<file path="src/spc_pkg.sv">
package spc_pkg;

  // ----------------------------------------------------------------
  // Register offsets
  // ----------------------------------------------------------------
  localparam logic [7:0] SPC_P1_CTRL_B_OFS = 8'h1d;
  localparam logic [7:0] SPC_P1_STAT_A_OFS = 8'h1e;
  localparam logic [7:0] SPC_P1_STAT_B_OFS = 8'h1f;
  localparam logic [7:0] SPC_P2_CTRL_B_OFS = 8'h2d;
  localparam logic [7:0] SPC_P2_STAT_A_OFS = 8'h2e;
  localparam logic [7:0] SPC_P2_STAT_B_OFS = 8'h2f;
  localparam logic [7:0] SPC_P3_CTRL_HOLE_OFS = 8'h3d;
  localparam logic [7:0] SPC_P3_STAT_HOLE_OFS = 8'h3e;
  localparam logic [7:0] SPC_P3_STAT_B_OFS = 8'h3f;
  localparam logic [7:0] SPC_DSCP_MAP0_OFS = 8'h60;
  localparam logic [7:0] SPC_DSCP_MAP1_OFS = 8'h61;
  localparam logic [7:0] SPC_DSCP_MAP2_OFS = 8'h62;

  // ----------------------------------------------------------------
  // Control register bit positions
  // ----------------------------------------------------------------
  localparam int SPC_CB_RESTART_AN = 5;
  localparam int SPC_CB_FEF_DIS = 4;
  localparam int SPC_CB_PWR_DOWN = 3;
  localparam int SPC_CB_MDIX_DIS = 2;
  localparam int SPC_CB_FORCE_MDI = 1;
  localparam int SPC_CB_LOOPBACK = 0;

  // ----------------------------------------------------------------
  // Reset values
  // ----------------------------------------------------------------
  localparam logic [7:0] SPC_CTRL_RST = 8'h00;
  localparam logic [7:0] SPC_DSCP_RST = 8'h00;
  localparam logic [2:0] SPC_STAT_B_RSVD = 3'h0;

  // ----------------------------------------------------------------
  // Management view of a PHY port (standard register selector)
  // ----------------------------------------------------------------
  localparam logic [1:0] SPC_MIIM_CTRL_A = 2'h0;
  localparam logic [1:0] SPC_MIIM_CTRL_B = 2'h1;
  localparam logic [1:0] SPC_MIIM_STAT_A = 2'h2;

  // Live status from one PHY port
  typedef struct packed {
    logic mdix;
    logic an_done;
    logic link_good;
    logic partner_pause;
    logic [3:0] partner_abil;
  } spc_phy_stat_s;

  // Live status from one MAC port
  typedef struct packed {
    logic rx_fc_active;
    logic tx_fc_active;
    logic speed_100;
    logic full_duplex;
    logic far_end_fault;
  } spc_mac_stat_s;

  // Control bits driven to one PHY
  typedef struct packed {
    logic restart_an;
    logic fef_disable;
    logic power_down;
    logic mdix_disable;
    logic force_mdi;
    logic tx_on_receive_pair;
  } spc_phy_ctl_s;

endpackage : spc_pkg

</file>
<file path="src/spc_port_regs.sv">
`timescale 1ns/100ps

// How it works
// - Bit 4 disables far-end-fault detect and pattern; port 1 only, resets 0.
// - Bit 3 powers the port PHY down; clear is normal; resets 0.
// - Bit 2 disables auto crossover; port 2 reset value from strap.
// - Bit 1 forces MDI (one) or MDI-X (zero) when auto is off.
// - Port 1 loopback returns port 2 receive data on port 2 transmit.
// - Port 2 loopback returns port 1 receive data on port 1 transmit.
// - Status bits 7,6,5: crossover state, negotiation done, link good.
// - Status bit 4: partner advertised pause capability.
// - Status bits 3..0: partner 100F, 100H, 10F, 10H abilities.
// - Second status bit 4: receive flow control active.
// - Second status bit 3: transmit flow control active.
// - Second status bit 2: speed, one is 100 Mb/s.
// - Second status bit 1: duplex, one is full.
// - Second status bit 0: far-end fault, port 1 only.
// - Second status exists for all three ports; bits 7..5 read zero.
// - Port 3 control and first status addresses are reserved.
// - Six TOS bits decode to one of 64 map positions.
// - Selected map bit one gives high priority, zero low.
// - Map bits 63..40 stored MSB first at 0x60..0x62, each resets to zero; bits 39..0 come from dscp_map_low.
// - Control and first status also reachable via PHY management port.
// - Bit 5 restarts auto-negotiation; zero is normal operation.
module spc_port_regs
  import spc_pkg::*;
(
  input wire logic clk,
  input wire logic rst_n,
  input wire logic ce,
  input wire logic [7:0] reg_addr,
  input wire logic reg_wr,
  input wire logic [7:0] reg_wdata,
  output logic [7:0] reg_rdata,
  input wire logic miim_port,
  input wire logic [1:0] miim_sel,
  input wire logic miim_wr,
  input wire logic [7:0] miim_wdata,
  input wire logic [7:0] miim_ctrl_a_p1,
  input wire logic [7:0] miim_ctrl_a_p2,
  output logic [7:0] miim_rdata,
  input wire logic port2_crossover_strap_pin,
  input wire logic port2_force_mdi_strap_pin,
  input wire spc_phy_stat_s phy_stat_p1,
  input wire spc_phy_stat_s phy_stat_p2,
  input wire spc_mac_stat_s mac_stat_p1,
  input wire spc_mac_stat_s mac_stat_p2,
  input wire spc_mac_stat_s mac_stat_p3,
  output spc_phy_ctl_s phy_ctl_p1,
  output spc_phy_ctl_s phy_ctl_p2,
  input wire logic [4:0] rx_sym_p1,
  input wire logic [4:0] rx_sym_p2,
  input wire logic [4:0] mac_tx_sym_p1,
  input wire logic [4:0] mac_tx_sym_p2,
  output logic [4:0] tx_sym_p1,
  output logic [4:0] tx_sym_p2,
  input wire logic [39:0] dscp_map_low,
  input wire logic tos_valid,
  input wire logic [5:0] tos_dscp,
  output logic prio_valid,
  output logic prio_high
);

  // ----------------------------------------------------------------
  // Strap synchronisers
  // ----------------------------------------------------------------
  logic [1:0] strap_meta_reg;
  logic [1:0] strap_sync_reg;

  // Straps are slow pins; sampled through two flops even in reset
  always_ff @(posedge clk) begin
    if (ce) begin
      strap_meta_reg <= {port2_crossover_strap_pin,
                         port2_force_mdi_strap_pin};
      strap_sync_reg <= strap_meta_reg;
    end
  end

  // ----------------------------------------------------------------
  // Control registers
  // ----------------------------------------------------------------
  logic [7:0] ctrl_p1_reg;
  logic [7:0] ctrl_p2_reg;
  logic [23:0] dscp_map_reg;
  logic wr_p1;
  logic wr_p2;
  logic [7:0] wr_p1_data;
  logic [7:0] wr_p2_data;

  // Register port wins over the management port on a clash
  always_comb begin
    wr_p1 = reg_wr && reg_addr == SPC_P1_CTRL_B_OFS;
    wr_p2 = reg_wr && reg_addr == SPC_P2_CTRL_B_OFS;
    wr_p1_data = reg_wdata;
    wr_p2_data = reg_wdata;
    if (!reg_wr && miim_wr && miim_sel == SPC_MIIM_CTRL_B) begin
      wr_p1 = !miim_port;
      wr_p2 = miim_port;
      wr_p1_data = miim_wdata;
      wr_p2_data = miim_wdata;
    end
  end

  // Reset obeys the enable too, so a frozen block keeps its state
  always_ff @(posedge clk) begin
    if (ce) begin
      if (!rst_n) begin
        ctrl_p1_reg <= SPC_CTRL_RST;
      end else if (wr_p1) begin
        ctrl_p1_reg <= wr_p1_data;
      end
    end
  end

  // Port 2 strap bits reload on every reset cycle with ce high, from synced pins
  always_ff @(posedge clk) begin
    if (!rst_n) begin
      if (ce) begin
        ctrl_p2_reg <= SPC_CTRL_RST;
        ctrl_p2_reg[SPC_CB_MDIX_DIS] <= strap_sync_reg[1];
        ctrl_p2_reg[SPC_CB_FORCE_MDI] <= strap_sync_reg[0];
      end
    end else if (ce && wr_p2) begin
      ctrl_p2_reg <= wr_p2_data;
    end
  end

  always_ff @(posedge clk) begin
    if (ce) begin
      if (!rst_n) begin
        dscp_map_reg <= {3{SPC_DSCP_RST}};
      end else if (reg_wr) begin
        case (reg_addr)
          SPC_DSCP_MAP0_OFS: dscp_map_reg[23:16] <= reg_wdata;
          SPC_DSCP_MAP1_OFS: dscp_map_reg[15:8] <= reg_wdata;
          SPC_DSCP_MAP2_OFS: dscp_map_reg[7:0] <= reg_wdata;
          default: dscp_map_reg <= dscp_map_reg;
        endcase
      end
    end
  end

  // ----------------------------------------------------------------
  // Status assembly
  // ----------------------------------------------------------------
  function automatic logic [7:0] stat_a(input spc_phy_stat_s s);
    stat_a = {s.mdix, s.an_done, s.link_good,
              s.partner_pause, s.partner_abil};
  endfunction : stat_a

  function automatic logic [7:0] stat_b(input spc_mac_stat_s s,
                                        input logic fef_ok);
    stat_b = {SPC_STAT_B_RSVD, s.rx_fc_active,
              s.tx_fc_active, s.speed_100,
              s.full_duplex, s.far_end_fault & fef_ok};
  endfunction : stat_b

  // Fault only meaningful on the fibre port, and not while disabled
  logic fef_p1_ok;
  assign fef_p1_ok = !ctrl_p1_reg[SPC_CB_FEF_DIS];

  // ----------------------------------------------------------------
  // Read paths
  // ----------------------------------------------------------------
  // Combinational and side-effect free: reading never alters state
  always_comb begin
    case (reg_addr)
      SPC_P1_CTRL_B_OFS: reg_rdata = ctrl_p1_reg;
      SPC_P1_STAT_A_OFS: reg_rdata = stat_a(phy_stat_p1);
      SPC_P1_STAT_B_OFS: reg_rdata = stat_b(mac_stat_p1, fef_p1_ok);
      SPC_P2_CTRL_B_OFS: reg_rdata = ctrl_p2_reg;
      SPC_P2_STAT_A_OFS: reg_rdata = stat_a(phy_stat_p2);
      SPC_P2_STAT_B_OFS: reg_rdata = stat_b(mac_stat_p2, 1'b0);
      SPC_P3_STAT_B_OFS: reg_rdata = stat_b(mac_stat_p3, 1'b0);
      SPC_DSCP_MAP0_OFS: reg_rdata = dscp_map_reg[23:16];
      SPC_DSCP_MAP1_OFS: reg_rdata = dscp_map_reg[15:8];
      SPC_DSCP_MAP2_OFS: reg_rdata = dscp_map_reg[7:0];
      default: reg_rdata = 8'h00;
    endcase
  end

  always_comb begin
    case (miim_sel)
      SPC_MIIM_CTRL_A: miim_rdata = miim_port ? miim_ctrl_a_p2
                                              : miim_ctrl_a_p1;
      SPC_MIIM_CTRL_B: miim_rdata = miim_port ? ctrl_p2_reg : ctrl_p1_reg;
      SPC_MIIM_STAT_A: miim_rdata = miim_port ? stat_a(phy_stat_p2)
                                              : stat_a(phy_stat_p1);
      default: miim_rdata = 8'h00;
    endcase
  end

  // ----------------------------------------------------------------
  // PHY controls
  // ----------------------------------------------------------------
  function automatic spc_phy_ctl_s phy_ctl(input logic [7:0] c,
                                          input logic mdix_now,
                                          input logic fibre);
    phy_ctl.restart_an = c[SPC_CB_RESTART_AN];
    phy_ctl.fef_disable = fibre & c[SPC_CB_FEF_DIS];
    phy_ctl.power_down = c[SPC_CB_PWR_DOWN];
    phy_ctl.mdix_disable = c[SPC_CB_MDIX_DIS];
    phy_ctl.force_mdi = c[SPC_CB_FORCE_MDI];
    // MDI transmits on the receive-named pair
    phy_ctl.tx_on_receive_pair = c[SPC_CB_MDIX_DIS] ? c[SPC_CB_FORCE_MDI]
                                                    : !mdix_now;
  endfunction : phy_ctl

  always_ff @(posedge clk) begin
    if (ce) begin
      if (!rst_n) begin
        phy_ctl_p1 <= '0;
        phy_ctl_p2 <= '0;
      end else begin
        phy_ctl_p1 <= phy_ctl(ctrl_p1_reg, phy_stat_p1.mdix, 1'b1);
        phy_ctl_p2 <= phy_ctl(ctrl_p2_reg, phy_stat_p2.mdix, 1'b0);
      end
    end
  end

  // ----------------------------------------------------------------
  // Loopback steering
  // ----------------------------------------------------------------
  // Loop is named after the PHY doing the turnaround, not the pins
  always_ff @(posedge clk) begin
    if (ce) begin
      if (!rst_n) begin
        tx_sym_p1 <= 5'h00;
        tx_sym_p2 <= 5'h00;
      end else begin
        tx_sym_p2 <= ctrl_p1_reg[SPC_CB_LOOPBACK] ? rx_sym_p2
                                                  : mac_tx_sym_p2;
        tx_sym_p1 <= ctrl_p2_reg[SPC_CB_LOOPBACK] ? rx_sym_p1
                                                  : mac_tx_sym_p1;
      end
    end
  end

  // ----------------------------------------------------------------
  // DSCP priority lookup
  // ----------------------------------------------------------------
  logic [63:0] dscp_map;
  logic [63:0] dscp_onehot;
  assign dscp_map = {dscp_map_reg, dscp_map_low};
  assign dscp_onehot = 64'h1 << tos_dscp;

  always_ff @(posedge clk) begin
    if (ce) begin
      if (!rst_n) begin
        prio_valid <= 1'b0;
        prio_high <= 1'b0;
      end else begin
        prio_valid <= tos_valid;
        prio_high <= |(dscp_onehot & dscp_map);
      end
    end
  end

endmodule : spc_port_regs

</file>
<file path="config.mk">
export PLATFORM = sky130hd
export DESIGN_NAME = spc_port_regs
export DESIGN_NICKNAME = d
export VERILOG_FILES = /design/src/spc_pkg.sv /design/src/spc_port_regs.sv
export SDC_FILE = /design/constraint.sdc
export NUM_CORES = 1
export LEC_CHECK = 0
export BUFFER_PORTS_ARGS = -buffer_cell sky130_fd_sc_hd__buf_2
export CAP_MARGIN = 40
export CORE_ASPECT_RATIO = 1.1
export CORE_MARGIN = 2
export CORE_UTILIZATION = 40
export CTS_BUF_LIST = sky130_fd_sc_hd__clkbuf_8
export CTS_CLUSTER_SIZE = 28
export DETAILED_ROUTE_END_ITERATION = 10
export GPL_ROUTABILITY_DRIVEN = 0
export MAX_ROUTING_LAYER = met4
export PLACE_DENSITY = 0.69
export SLEW_MARGIN = 20
export SYNTH_ARGS = -nofsm -noshare
export SYNTH_HDL_FRONTEND = slang
export SYNTH_SLANG_ARGS = --single-unit
</file>
<file path="constraint.sdc">
create_clock -name clk -period 6 [get_ports clk]
set_input_delay 0.3 -clock clk [delete_from_list [all_inputs] [get_ports clk]]
set_output_delay 0.3 -clock clk [all_outputs]
set_load 0.1 [all_outputs]
</file>
Word-level counts from Yosys, hierarchy flattened
Cells that the tools add are included.

word-level totals
  register bits after elaboration = 68
  input bits = 148
  output and inout bits = 40
  logic and storage cells = 82

operators by class
  equal/unequal tests = 18
  shift operators = 1
  muxes and demuxes = 20
  bitwise logic cells = 2
  reductions and logical operators = 18

operators with widths
  kind                                                  number
  2-to-1 mux 8 bit                                      11
  one-hot mux 8 bit (10 select lines)                   1
  AND 64 bit                                            1
  OR reduction 64 bit                                   1
  left shift 1 x 6 -> 64 bit (first input constant)     1
  equality test 8 x 6 -> 1 bit (second input constant)  4
  equality test 8 x 5 -> 1 bit (second input constant)  3
  equality test 8 x 7 -> 1 bit (second input constant)  3
  2-to-1 mux 24 bit                                     1
  one-hot mux 8 bit (3 select lines)                    1
  != test 2 x 1 -> 1 bit (second input constant)        6
  2-to-1 mux 5 bit                                      2
  AND reduction 3 bit                                   3
  logical AND 1 bit                                     5
  logical NOT 1 bit                                     5
  2-to-1 mux 1 bit                                      4
  AND reduction 2 bit                                   2
  equality test 2 x 1 -> 1 bit (second input constant)  1
  equality test 2 bit (second input constant)           1
  logical NOT 2 bit                                     1
  nonzero test 2 bit                                    1
  AND 1 bit                                             1

Logic depth before layout (Yosys ltp)
  depth after elaboration = 7
  depth in mapped cells = 9
  mapped depth without buffers = 6

Worst setup path before layout
Ideal clock, no wire load.

  path kind = input to output
  from = input miim_sel[1]
  to = output miim_rdata[0]
  arrival = 2773 ps
  required time = 5700 ps
  path slack = 2927 ps
  cell stages on the path = 6
  path buffers = 3
  path through = clkbuf_1 -> nor2b_1 -> clkbuf_1 -> clkbuf_1 -> a21oi_1 -> a21oi_1

on the way
  longest elaborated chain between the ends = 2
  elaborated cells between the ends (all ways) = 4
  those cells by class = 2 x eq/ne; 1 x mux; 1 x reduce/logical

RTL lines
  item                                         line                  source
  start, declared                              spc_port_regs.sv:36   input wire logic [1:0] miim_sel,
  equality test 2 bit (tied with other cells)  spc_port_regs.sv:183  case (miim_sel)
  one-hot mux 8 bit (3 select lines) *         spc_port_regs.sv:183
  end, declared                                spc_port_regs.sv:41   output logic [7:0] miim_rdata,

Every way passes the cells marked *; elsewhere a longest branch is shown, timed or not.

Worst setup path in the final report
  from = input reg_addr[0]
  to = output reg_rdata[7]

on the way
  longest elaborated chain between the ends = 2
  elaborated cells between the ends (all ways) = 11
  those cells by class = 10 x eq/ne; 1 x mux

RTL lines
  item                                                  line                  source
  start, declared                                       spc_port_regs.sv:31   input wire logic [7:0] reg_addr,
  equality test 8 x 7 -> 1 bit (tied with other cells)  spc_port_regs.sv:167  case (reg_addr)
  one-hot mux 8 bit (10 select lines) *                 spc_port_regs.sv:167
  end, declared                                         spc_port_regs.sv:34   output logic [7:0] reg_rdata,

Marked as above.

==> metrics.txt <==
status=finished clean; count leader, synth=edfxtp_1; CTS tree=done; Distinct cells, synth=51; clk sinks=67; Synthesis Warnings=0; number of diodes=0; Post-DP HPWL=10020 um; Starting Density=0.4142; Final ANT Viol Nets=0; Arrival @ worst endpoint=2.76 ns; fmax=0.3269 GHz; clock root buffer=clkbuf_8; max-slew violations=0; Slew @ Worst Pin=0.8342 ns; DIE HEIGHT=113.1 um; RSZ-0062 raised after global routing=no; final wirelength=13500 um; dominant synthesized flop cell=edfxtp_1; syn avg cell area=10.06 sq um; post-CTS sizing=0; WP data required=5.70 ns; Die Wd=103.2 um; CTS H-tree lvls=3; largest net degree at the start of global routing=49; Hold Buf Count CTS=0; synthesis-stage register bit count=67; area grow syn2layout=28.52%; Final #Nets=747; top cells by area, synth=edfxtp_1 (47%), mux2i_1 (11%), nor2b_1 (3.5%); Hold Fails Final Rpt=0; setup violators final=0; Worst-path clk slew=0.08 ns; vias in the first global route=4121; CTS max path bufs=2; Synthesized Nets=578; number of port buffers=184; CP Launch Type=input port; Seq/Total Area, Yosys=0.4651; Hold Path Class=input port to flop; routed wire length per instance=18.07 um; total grt overflow=0; Cell Rows=39; Initial DRT Pass Iterations=6; WHS=0.1337 ns; Yosys top cell by area=edfxtp_1; Crit. End Element=output pin; critical path peak fanout=13; Setup CP Type=input port to output pin; pwr dens=239.3 mW/mm^2; Starting DRT DRC Count=416; Via density=5.691; Post-synth EDFFs=67; Post-CTS Setup Inserts=0; first-pass GRT wire length=20690 um; maximum vdd ir drop=134.5 uV; max reg flops=24; GRT Overall Usage=0.2334; most instantiated cells after synthesis=edfxtp_1 (67), mux2i_1 (48), nor2_1 (33); initial antenna violation count=0; CTS Buf Count=9; Lkg Pwr=2.349 nW; I/O pins=188; Fin Setup TNS=0 ns; ratio of cells with drive above 1 in the final layout=0.3593; Post-synth ARST share=0; Post-Syn Instances=430; Slew HR=0.4439; die area=0.01166 sq mm; Core Area=0.01044 sq mm; fin crit period=3.059 ns; Max Cap Viol=0; post-route clock skew=0.006938 ns; vias=4251; worst skew pair latency=0.34 ns; drt drc=0; period utilization=0.5098; synthesized area=0.004325 sq mm; Yosys top cell area share=0.4651
-- placed cells by master (no fill, tap or decap), types with 2 or more instances in the layout --
cell / instances
a211oi_1: 8
a21oi_1: 27
a222oi_1: 5
a22o_1: 2
a22oi_1: 19
a31oi_1: 9
a32oi_1: 2
a41oi_1: 3
and2_1: 21
and3_1: 3
and3b_1: 2
and4b_1: 2
buf_2: 187
buf_4: 4
bufinv_16: 2
clkbuf_4: 2
clkbuf_8: 9
clkinv_4: 2
clkinvlp_4: 2
edfxtp_1: 67
inv_1: 5
mux2_2: 3
mux2_4: 2
mux2i_1: 48
nand2_1: 27
nand2b_1: 6
nand3_1: 20
nand4_1: 3
nand4b_1: 4
nor2_1: 33
nor2b_1: 24
nor3_1: 8
nor3b_1: 4
o211ai_1: 2
o21ai_0: 15
o22a_1: 2
o22ai_1: 3
-- where the power goes --
part / switching, mW / internal [mW]
combinational: 0.236 / 0.0988
sequential: 0.0209 / 0.553
clock: 0.186 / 0.237
-- cell type report --
class,count,area [sq um]
sequential,67,2012
fill,971,4883
timing repair buffer,193,980.9
multi-input combinational,323,2143
clock buffer,9,123.9
clock inverter,7,101.3
tap,143,178.9
inverter,5,18.77
-- through the flow --
step | power, mW | worst slack [ns] | std cells | utilization | area (sq um)
CTS | 1.331 | 3.006 | 743 | 0.5300 | 5534
global route | 1.376 | 2.813 | 747 | 0.5324 | 5559
finish | 1.330 | 2.941 | 747 | 0.5324 | 5559
floorplan | 0.8109 | 2.927 | 430 | - | 4325
global placement | 0.9077 | 2.898 | 724 | 0.5065 | 5289
detailed placement | 0.9139 | 2.794 | 727 | 0.5084 | 5309
-- worst paths after layout --
check | start | endpoint | slack [ns] | cells past startpoint
max | reg_addr[0] | reg_rdata[7] | 2.94 | 8
min | port2_crossover_strap_pin | strap_meta_reg[1] | 0.13 | 1
max reg2reg | dscp_map_reg[4] | prio_high | 3.86 | 6
min reg2reg | strap_meta_reg[0] | strap_sync_reg[0] | 0.42 | 0
-- worst max-delay path: stages --
cell and delay [ns]:
buf_2 0.21, inv_1 0.13, nor2_1 0.58, nand3_1 0.28, nor2_1 0.52, a222oi_1 0.18
nand2_1 0.12, buf_2 0.43
-- layer usage --
layer  vias to the layer above  part of all wire  global-route usage
li1                       1980                 -                   -
met1                      2001              0.41              0.3092
met2                       252              0.48              0.3641
met3                        18             0.093             0.04262
met4                         0             0.015             0.07281
met5                         -                 0                   -
-- cells by family after synthesis --
family                 synth area share
multiplexers                     0.1258
AND/OR/NAND/NOR                  0.2013
AO/OA/AOI/OAI                    0.1660
other                         0.0008670
buffers and inverters           0.04079
flip-flops                       0.4651
(Power assumes the default switching activity.)
